## src/ddc_pkg.sv

```systemverilog
// Purpose: Shared constants for the DIO and D/A control block
// Assumes: 20 MHz core clock, APB register access
// Notes: Register indices are word indices; byte address is index * 4
`default_nettype none

package ddc_pkg;

	// ==========================================================
	// Clock and D/A serial timing
	// ==========================================================
	localparam int unsigned CLK_HZ = 20_000_000;
	localparam int unsigned DAC_SCLK_HZ = 1_000_000;
	localparam int unsigned DAC_SCLK_DIV = CLK_HZ / (2 * DAC_SCLK_HZ);
	localparam int unsigned DAC_DIV_W = 8;
	localparam int unsigned DAC_WORD_W = 16;
	localparam logic [4:0] DAC_LAST_BIT = 5'h0f;

	// ==========================================================
	// Register indices
	// ==========================================================
	localparam logic [5:0] IDX_DAC_HI12 = 6'h05;
	localparam logic [5:0] IDX_DAC_LO = 6'h06;
	localparam logic [5:0] IDX_DAC_HI16 = 6'h0f;
	localparam logic [5:0] IDX_CTRL = 6'h10;
	localparam logic [5:0] IDX_PA_OUT = 6'h11;
	localparam logic [5:0] IDX_PB_OUT = 6'h12;
	localparam logic [5:0] IDX_PC_OUT = 6'h13;
	localparam logic [5:0] IDX_PA_IN = 6'h14;
	localparam logic [5:0] IDX_PB_IN = 6'h15;
	localparam logic [5:0] IDX_PC_IN = 6'h16;
	localparam logic [5:0] IDX_STATUS = 6'h17;

	// ==========================================================
	// Control register fields and reset values
	// ==========================================================
	localparam int unsigned CTRL_CNT_SEL = 7;
	localparam int unsigned CTRL_DAC_W16 = 6;
	localparam int unsigned CTRL_DAC_DEFER = 5;
	localparam int unsigned CTRL_DIR_A = 4;
	localparam int unsigned CTRL_DIR_CH = 3;
	localparam int unsigned CTRL_DIR_B = 1;
	localparam int unsigned CTRL_DIR_CL = 0;
	localparam logic [7:0] CTRL_WMASK = 8'hfb;
	localparam logic [7:0] CTRL_RST = 8'h00;
	localparam logic [7:0] BYTE_RST = 8'h00;
	localparam logic [3:0] NIB_RST = 4'h0;
	localparam logic [3:0] DAC_PAD12 = 4'h0;

	// ==========================================================
	// D/A word placement
	// ==========================================================
	function automatic logic [15:0] ddc_dac_word(
		input logic w16,
		input logic [3:0] hi12,
		input logic [7:0] hi16,
		input logic [7:0] lo
	);
		if (w16) begin
			ddc_dac_word = {hi16, lo};
		end else begin
			ddc_dac_word = {hi12, lo, DAC_PAD12};
		end
	endfunction : ddc_dac_word

endpackage : ddc_pkg

`default_nettype wire

```

## src/ddc_pinmux.sv

```systemverilog
// Purpose: Pin routing and direction for ports A, B, C and counter pins
// Assumes: Pins are split into input, output and output enable
// Notes: Purely combinational
`default_nettype none

module ddc_pinmux
	import ddc_pkg::*;
(
	input wire logic [7:0] ctrl_i,
	input wire logic [7:0] pa_out_i,
	input wire logic [7:0] pb_out_i,
	input wire logic [7:0] pc_out_i,
	input wire logic [7:0] pc_pin_i,
	input wire logic ctr_out0_i,
	output logic [7:0] pa_oe_o,
	output logic [7:0] pb_oe_o,
	output logic [7:0] pc_oe_o,
	output logic [7:0] pc_pin_o,
	output logic ctr_gate0_o,
	output logic ctr_gate1_o,
	output logic ctr_clk1_o
);

	// ==========================================================
	// Port directions
	// ==========================================================
	always_comb begin
		pa_oe_o = {8{~ctrl_i[CTRL_DIR_A]}};
		pb_oe_o = {8{~ctrl_i[CTRL_DIR_B]}};
		pc_oe_o[3:0] = {4{~ctrl_i[CTRL_DIR_CL]}};
		pc_pin_o[3:0] = pc_out_i[3:0];
		if (ctrl_i[CTRL_CNT_SEL]) begin
			pc_oe_o[7:4] = 4'h8;
			pc_pin_o[7:4] = {ctr_out0_i, 3'h0};
			ctr_gate0_o = pc_pin_i[4];
			ctr_gate1_o = pc_pin_i[5];
			ctr_clk1_o = pc_pin_i[6];
		end else begin
			pc_oe_o[7:4] = {4{~ctrl_i[CTRL_DIR_CH]}};
			pc_pin_o[7:4] = pc_out_i[7:4];
			ctr_gate0_o = 1'b0;
			ctr_gate1_o = 1'b0;
			ctr_clk1_o = 1'b0;
		end
	end

endmodule : ddc_pinmux

`default_nettype wire

```

## src/ddc_dac_if.sv

```systemverilog
// Purpose: Serial loader and update strobe for the D/A converter
// Assumes: Converter samples data on the rising serial clock
// Notes: Update requested while shifting is held until the shift ends
`default_nettype none

module ddc_dac_if
	import ddc_pkg::*;
#(
	parameter int unsigned DIV = DAC_SCLK_DIV
) (
	input wire logic core_clk_i,
	input wire logic rst_n_i,
	input wire logic load_i,
	input wire logic imm_i,
	input wire logic [15:0] word_i,
	input wire logic upd_i,
	output logic busy_o,
	output logic pend_o,
	output logic sclk_o,
	output logic sdi_o,
	output logic cs_n_o,
	output logic ldac_n_o
);

	typedef enum logic [1:0] {
		ST_IDLE,
		ST_SHIFT,
		ST_UPD
	} ddc_dac_state_t;

	typedef struct packed {
		ddc_dac_state_t st;
		logic [DAC_DIV_W-1:0] div;
		logic [15:0] sh;
		logic [4:0] cnt;
		logic sclk;
		logic pend;
		logic imm;
	} ddc_dac_st_t;

	ddc_dac_st_t s_r;
	ddc_dac_st_t s_nxt;
	logic tick;

	// ==========================================================
	// Next state
	// ==========================================================
	always_comb begin
		s_nxt = s_r;
		tick = (s_r.div == DAC_DIV_W'(DIV - 1));
		s_nxt.div = tick ? '0 : s_r.div + 1'b1;
		if (upd_i) begin
			s_nxt.pend = 1'b1;
		end
		case (s_r.st)
			ST_IDLE: begin
				if (load_i) begin
					s_nxt.st = ST_SHIFT;
					s_nxt.sh = word_i;
					s_nxt.cnt = '0;
					s_nxt.imm = imm_i;
					s_nxt.div = '0;
				end else if (s_r.pend) begin
					s_nxt.st = ST_UPD;
					s_nxt.pend = upd_i;
					s_nxt.div = '0;
				end
			end
			ST_SHIFT: begin
				if (tick) begin
					s_nxt.sclk = ~s_r.sclk;
					if (s_r.sclk) begin
						s_nxt.sh = {s_r.sh[14:0], 1'b0};
						s_nxt.cnt = s_r.cnt + 1'b1;
						if (s_r.cnt == DAC_LAST_BIT) begin
							if (s_r.imm) begin
								s_nxt.st = ST_UPD;
							end else begin
								s_nxt.st = ST_IDLE;
							end
						end
					end
				end
			end
			ST_UPD: begin
				if (tick) begin
					s_nxt.st = ST_IDLE;
				end
			end
			default: begin
				s_nxt.st = ST_IDLE;
			end
		endcase
	end

	// ==========================================================
	// State register
	// ==========================================================
	always_ff @(posedge core_clk_i or negedge rst_n_i) begin
		if (!rst_n_i) begin
			s_r <= '{st: ST_IDLE, default: '0};
		end else begin
			s_r <= s_nxt;
		end
	end

	assign busy_o = (s_r.st != ST_IDLE);
	assign pend_o = s_r.pend;
	assign sclk_o = s_r.sclk;
	assign sdi_o = s_r.sh[15];
	assign cs_n_o = (s_r.st != ST_SHIFT);
	assign ldac_n_o = (s_r.st != ST_UPD);

endmodule : ddc_dac_if

`default_nettype wire

```

## src/ddc_top.sv

```systemverilog
// Purpose: DIO direction, counter pin routing and D/A control over APB
// Assumes: APB slave, 32-bit data, byte address = register index * 4
// Notes: Writes to the D/A low byte stall while the converter is busy
//
// Contract
// - Counter select routes counter signals to pins
// - Digital mode: shared pins follow upper direction
// - D/A word always 16 bits, 12-bit left-justified
// - 12-bit mode: high bits from index 5
// - 16-bit mode: high bits from index 15
// - Immediate mode: low write loads then updates
// - Deferred mode: update on read of index 15
// - Port A output when direction bit zero
// - Port B output when direction bit zero
// - Upper C direction ignored under counter select
// - Lower C direction bit sets lines 3-0
//
// The placing of the registers and the APB register port were decided locally.
`default_nettype none

module ddc_top
	import ddc_pkg::*;
#(
	parameter int unsigned SCLK_DIV = DAC_SCLK_DIV
) (
	input wire logic core_clk_i,
	input wire logic rst_n_i,
	input wire logic psel_i,
	input wire logic penable_i,
	input wire logic pwrite_i,
	input wire logic [7:0] paddr_i,
	input wire logic [31:0] pwdata_i,
	output logic [31:0] prdata_o,
	output logic pready_o,
	output logic pslverr_o,
	input wire logic [7:0] port_a_in_i,
	output logic [7:0] port_a_out_o,
	output logic [7:0] port_a_oe_o,
	input wire logic [7:0] port_b_in_i,
	output logic [7:0] port_b_out_o,
	output logic [7:0] port_b_oe_o,
	input wire logic [7:0] port_c_in_i,
	output logic [7:0] port_c_out_o,
	output logic [7:0] port_c_oe_o,
	input wire logic ctr_out0_i,
	output logic ctr_gate0_o,
	output logic ctr_gate1_o,
	output logic ctr_clk1_o,
	output logic dac_sclk_o,
	output logic dac_sdi_o,
	output logic dac_cs_n_o,
	output logic dac_ldac_n_o
);

	// ==========================================================
	// Register state
	// ==========================================================
	typedef struct packed {
		logic [7:0] ctrl;
		logic [3:0] dac_hi12;
		logic [7:0] dac_lo;
		logic [7:0] dac_hi16;
		logic [7:0] pa_out;
		logic [7:0] pb_out;
		logic [7:0] pc_out;
		logic dac_load;
		logic dac_imm;
		logic [15:0] dac_word;
		logic upd_req;
	} ddc_regs_t;

	ddc_regs_t r_r;
	ddc_regs_t r_nxt;

	logic [5:0] idx;
	logic mapped;
	logic writable;
	logic dac_busy;
	logic dac_pend;
	logic stall;
	logic access;
	logic wr_acc;
	logic rd_acc;
	logic [7:0] rd_byte;

	// ==========================================================
	// Address decode
	// ==========================================================
	assign idx = paddr_i[7:2];

	always_comb begin
		mapped = 1'b1;
		writable = 1'b1;
		case (idx)
			IDX_DAC_HI12,
			IDX_DAC_LO,
			IDX_DAC_HI16,
			IDX_CTRL,
			IDX_PA_OUT,
			IDX_PB_OUT,
			IDX_PC_OUT: begin
				writable = 1'b1;
			end
			IDX_PA_IN,
			IDX_PB_IN,
			IDX_PC_IN,
			IDX_STATUS: begin
				writable = 1'b0;
			end
			default: begin
				mapped = 1'b0;
				writable = 1'b0;
			end
		endcase
	end

	// ==========================================================
	// APB handshake
	// ==========================================================
	always_comb begin
		stall = psel_i & pwrite_i & (idx == IDX_DAC_LO) &
			(dac_busy | r_r.dac_load);
		pready_o = ~stall;
		pslverr_o = psel_i & penable_i & ~mapped;
		access = psel_i & penable_i & ~stall;
		wr_acc = access & pwrite_i & writable;
		rd_acc = access & ~pwrite_i & mapped;
	end

	// ==========================================================
	// Read data
	// ==========================================================
	always_comb begin
		case (idx)
			IDX_DAC_HI12: begin
				rd_byte = {4'h0, r_r.dac_hi12};
			end
			IDX_DAC_LO: begin
				rd_byte = r_r.dac_lo;
			end
			IDX_DAC_HI16: begin
				rd_byte = r_r.dac_hi16;
			end
			IDX_CTRL: begin
				rd_byte = r_r.ctrl;
			end
			IDX_PA_OUT: begin
				rd_byte = r_r.pa_out;
			end
			IDX_PB_OUT: begin
				rd_byte = r_r.pb_out;
			end
			IDX_PC_OUT: begin
				rd_byte = r_r.pc_out;
			end
			IDX_PA_IN: begin
				rd_byte = port_a_in_i;
			end
			IDX_PB_IN: begin
				rd_byte = port_b_in_i;
			end
			IDX_PC_IN: begin
				rd_byte = port_c_in_i;
			end
			IDX_STATUS: begin
				rd_byte = {6'h00, dac_pend, dac_busy | r_r.dac_load};
			end
			default: begin
				rd_byte = 8'h00;
			end
		endcase
		prdata_o = (psel_i & ~pwrite_i) ? {24'h000000, rd_byte} : 32'h0;
	end

	// ==========================================================
	// Register next state
	// ==========================================================
	always_comb begin
		r_nxt = r_r;
		r_nxt.dac_load = 1'b0;
		r_nxt.upd_req = 1'b0;
		if (wr_acc) begin
			case (idx)
				IDX_DAC_HI12: begin
					r_nxt.dac_hi12 = pwdata_i[3:0];
				end
				IDX_DAC_LO: begin
					r_nxt.dac_lo = pwdata_i[7:0];
					r_nxt.dac_load = 1'b1;
					r_nxt.dac_imm = ~r_r.ctrl[CTRL_DAC_DEFER];
					r_nxt.dac_word = ddc_dac_word(
						r_r.ctrl[CTRL_DAC_W16],
						r_r.dac_hi12,
						r_r.dac_hi16,
						pwdata_i[7:0]);
				end
				IDX_DAC_HI16: begin
					r_nxt.dac_hi16 = pwdata_i[7:0];
				end
				IDX_CTRL: begin
					r_nxt.ctrl = pwdata_i[7:0] & CTRL_WMASK;
				end
				IDX_PA_OUT: begin
					r_nxt.pa_out = pwdata_i[7:0];
				end
				IDX_PB_OUT: begin
					r_nxt.pb_out = pwdata_i[7:0];
				end
				IDX_PC_OUT: begin
					r_nxt.pc_out = pwdata_i[7:0];
				end
				default: begin
					r_nxt.ctrl = r_r.ctrl;
				end
			endcase
		end
		if (rd_acc & (idx == IDX_DAC_HI16) & r_r.ctrl[CTRL_DAC_DEFER]) begin
			r_nxt.upd_req = 1'b1;
		end
	end

	// ==========================================================
	// Register update
	// ==========================================================
	always_ff @(posedge core_clk_i or negedge rst_n_i) begin
		if (!rst_n_i) begin
			r_r <= '{
				ctrl: CTRL_RST,
				dac_hi12: NIB_RST,
				dac_lo: BYTE_RST,
				dac_hi16: BYTE_RST,
				pa_out: BYTE_RST,
				pb_out: BYTE_RST,
				pc_out: BYTE_RST,
				default: '0
			};
		end else begin
			r_r <= r_nxt;
		end
	end

	// ==========================================================
	// Port outputs and pin routing
	// ==========================================================
	assign port_a_out_o = r_r.pa_out;
	assign port_b_out_o = r_r.pb_out;

	ddc_pinmux u_pinmux (
		.ctrl_i(r_r.ctrl),
		.pa_out_i(r_r.pa_out),
		.pb_out_i(r_r.pb_out),
		.pc_out_i(r_r.pc_out),
		.pc_pin_i(port_c_in_i),
		.ctr_out0_i(ctr_out0_i),
		.pa_oe_o(port_a_oe_o),
		.pb_oe_o(port_b_oe_o),
		.pc_oe_o(port_c_oe_o),
		.pc_pin_o(port_c_out_o),
		.ctr_gate0_o(ctr_gate0_o),
		.ctr_gate1_o(ctr_gate1_o),
		.ctr_clk1_o(ctr_clk1_o)
	);

	// ==========================================================
	// D/A converter interface
	// ==========================================================
	ddc_dac_if #(
		.DIV(SCLK_DIV)
	) u_dac (
		.core_clk_i(core_clk_i),
		.rst_n_i(rst_n_i),
		.load_i(r_r.dac_load),
		.imm_i(r_r.dac_imm),
		.word_i(r_r.dac_word),
		.upd_i(r_r.upd_req),
		.busy_o(dac_busy),
		.pend_o(dac_pend),
		.sclk_o(dac_sclk_o),
		.sdi_o(dac_sdi_o),
		.cs_n_o(dac_cs_n_o),
		.ldac_n_o(dac_ldac_n_o)
	);

endmodule : ddc_top

`default_nettype wire

```

## config.mk

```make
export PLATFORM = sky130hd
export DESIGN_NAME = ddc_top
export DESIGN_NICKNAME = d
export VERILOG_FILES = /design/src/ddc_pkg.sv /design/src/ddc_pinmux.sv /design/src/ddc_dac_if.sv /design/src/ddc_top.sv
export SDC_FILE = /design/constraint.sdc
export NUM_CORES = 1
export LEC_CHECK = 0
export ABC_AREA = 1
export BUFFER_PORTS_ARGS = -buffer_cell sky130_fd_sc_hd__buf_2
export CAP_MARGIN = 20
export CORE_MARGIN = 1.5
export CORE_UTILIZATION = 46
export DETAILED_ROUTE_END_ITERATION = 12
export PLACE_DENSITY = 0.71
export SETUP_SLACK_MARGIN = 0.4
export SLEW_MARGIN = 10
export SYNTH_ARGS = -nofsm -noshare
export SYNTH_HDL_FRONTEND = slang
export SYNTH_SLANG_ARGS = --single-unit
```

## constraint.sdc

```tcl
create_clock -name core_clk_i -period 1.9 [get_ports core_clk_i]
set_input_delay 0.095 -clock core_clk_i [delete_from_list [all_inputs] [get_ports core_clk_i]]
set_output_delay 0.095 -clock core_clk_i [all_outputs]
set_load 0.05 [all_outputs]
```

==> results.py <==
metrics = {
    "setup_path": {
        "rr_startpoint": "u_dac.s_r[32]$_DFFE_PN0P_",
        "r2r_cells": 13,
        "reg2reg_slack_ps": 100,
        "endpoint_kind": "primary output",
        "cp_cell_sequence": "nor2_2 > nand2_2 > buf_6 > nand3_2 > nand2_2 > nor2_4 > nand3_2 > nand2_2 > inv_2 > buf_8",
        "cp_max_fo": 2,
        "path_class": "reg -> out",
        "cp.arrival_ps": 1730,
        "cp_common_cell": "nand2_2",
        "slowest_delay_ps": 400,
        "cp-start-kind": "flop",
        "cp.required_ps": 1800,
        "reg2reg_to": "r_r[24]$_DFFE_PN0P_",
        "crit_slowest_cell": "dfrtp_1",
        "critical_path.startpoint": "u_dac.s_r[32]$_DFFE_PN0P_",
    },
    "synth": {
        "syn_area_um2": 6160,
        "synthTopCellsByCount": "nand2_1 (332), nand3_1 (123), dfrtp_1 (104), inv_1 (67), nor2_1 (67)",
        "synth.area.top_cells": "dfrtp_1 (42%), nand2_1 (20%), nand3_1 (10%)",
        "seq_area_frac_synth_pct": 42.3,
        "synth_ff_type": "dfrtp_1",
        "synth_edf_count": 0,
        "syn_inst": 869,
        "synth_top_area_share_pct": 42.3,
        "synth_cell_types": 34,
        "synthArstFlopShare_pct": 100,
        "yosysMostFrequentCell": "nand2_1",
        "ys_seq_elements": 104,
        "yosys.area.top_type": "dfrtp_1",
        "synth_warnings": 0,
        "avgSynthCellArea_um2": 7.09,
    },
    "clock_tree": {
        "cts.reportedPaths.clkPinSlew_ps": 80,
        "clock-root-buffer": "clkbuf_16",
        "cts_buffers": 9,
        "cts_num_sinks": 104,
        "htreeDepth": 3,
        "cts_buffer_depth": 2,
        "tritoncts": "done",
        "clock_latency_ps": 360,
    },
    "sta": {
        "rsz0062_at_grt": "true",
        "setup_violations": 0,
        "hold_viol": 0,
        "final_max_slew_viol_count": 0,
        "post-route-period-util_pct": 95.9,
        "finalWorstSetupSlack_ps": 78.0,
        "fmax_mhz": 549,
        "slew_headroom_pct": 60.8,
        "period_minus_slack_ps": 1820,
        "tightest_slew_ps": 588,
        "finClkSkew_ps": 13.1,
    },
    "die": {
        "dieArea_um2": 14100,
        "die_w_um": 119,
        "ios": 159,
        "initial_utilization_pct": 46.9,
        "core_area_um2": 13100,
        "die_h_um": 119,
        "rows": 42,
    },
    "final_layout": {
        "n_antenna_cell": 0,
        "nets": 1107,
        "layout.cells.non_filler": 1214,
        "area_delta_synth_final_pct": 46.0,
        "post-route-util_pct": 68.4,
        "final_area_um2": 8990,
        "drive_gt1_share_pct": 41.8,
    },
    "global_route": {
        "grt_pass1_vias": 5923,
        "grt_overflow": 0,
        "grt_usage_pct": 27.7,
        "antenna_found_initial": 0,
        "grt_pass1_wl_um": 30500,
        "grt_max_degree": 44,
    },
    "place": {
        "dpl_cell_area_um2": 6830,
        "port_buffers": 108,
        "pre_cts_ws_ps": 105,
        "hpwl_um": 11800,
        "globalplace.congestion": 0.932,
        "placedCellCount": 1115,
    },
    "route": {
        "routedWlPerCell_um": 17.7,
        "routed_wirelength_um": 21500,
        "via_count": 6529,
        "ant_nets": 0,
        "vias_per_cell": 5.38,
        "drtPass1Iterations": 5,
        "drt_iter0_drc": 656,
        "route.detailed.drc": 0,
    },
    "hold_path": {
        "worstHoldEndpoint": "port_b_out_o[7]$_DFFE_PN0P_",
        "min_path_type": "in -> reg",
        "hold_depth": 3,
        "hold_start": "pwdata_i[7]",
    },
    "status": {
        "outcome": "finished, final reports clean",
    },
    "job": {
        "drv_cap": 0,
    },
    "power_and_ir_drop": {
        "p_total_mw": 5.54,
        "power_density_nw_per_um2": 616,
        "leakage_nw": 4.76,
        "vdd_drop_max_uv": 571,
    },
}
## cell families (layout without fill, tap and decap cells)
kind of cell,after synthesis,in the layout,share of synthesized area [%]
buffers and inverters,169,314,14.9
AO/OA/AOI/OAI,33,33,2.91
flip-flops,104,104,42.3
XOR/XNOR,3,3,0.427
multiplexers,4,4,0.731
adder cells (fa/ha/maj),4,4,0.813
AND/OR/NAND/NOR,551,552,37.9
other,1,24,0.0609
## what timing repair did
action | 4_1_cts | 5_1_grt
gates resized for setup | 99 | 173
cloned | 10 | 7
setup buffers | 28 | 37
hold buffers | 1 | 0
pin swaps | 54 | 50
hold endpoints to repair | 39 | 0
setup endpoints to repair | 113 | 105
## placed cells by master (no fill, tap or decap), types with 6 or more instances in the layout
master     netlist  layout
nand2_4          1      12
buf_12           0      14
clkbuf_16        0      14
dfrtp_1        104     101
o21ai_0         14       8
a21oi_1         11       6
buf_16           0       9
nand2_2          1      48
buf_6            3      30
conb_1           1      24
nor2_4           3      15
nor2_1          67      40
nand2_1        332     272
inv_2            1      13
buf_4           63      69
nor2_2           4      20
inv_1           67      51
nand3_1        123      75
buf_2           18      96
nand3_2          1      44
nand4_1          8       8
## per-layer routing
layer / track usage [%] / vias to the layer above / routed length, µm
met5: 0 / - / 0
met4: 14.8 / 0 / 1110
met3: 6.27 / 96 / 1910
met2: 43.6 / 387 / 10400
met1: 35.6 / 3065 / 8080
li1: - / 2981 / -
## report_power, final
group | switching [mW] | internal (mW)
Sequential | 0.0620 | 2.30
Clock | 0.919 | 1.18
Combinational | 0.679 | 0.400
## sequential cells by signal (all words and copies together) (netlist names)
name          cells
port_a_out_o      8
u_dac.sclk_o      1
u_dac.s_r        31
r_r              54
port_b_out_o      8
u_dac.sdi_o       1
u_dac.pend_o      1
## through the flow
stage	hold WS (ps)	TNS (ps)
after CTS	58.1	0
after detailed placement	133	0
after global routing	77.8	-295
after floorplan	-201	0
after global placement	130	0
final	75.3	0
## worst max-delay path, delay by kind of cell (launching register included)
family,cells,cell delay [ps]
and+or+nand+nor,7,640
buffers and inverters,3,310
DFF,1,400
## area by class of cell
type	instances	area [µm²]
clock buffer	10	229
clock inverter	6	98.8
fill	994	4150
inverter	70	279
multi-input combinational	620	3500
sequential	104	2610
tap	176	220
timing repair buffer	228	2050
## worst max-delay path by stage
stage                     cells after the start                          end
final                                        10                  prdata_o[0]
after global routing                         10                  prdata_o[0]
after CTS                                    10                  prdata_o[0]
after detailed placement                     10                  prdata_o[2]
after global placement                       10                  prdata_o[2]
after floorplan                              11  port_a_out_o[1]$_DFFE_PN0P_
No activity file was read; power rests on OpenSTA's default activity.
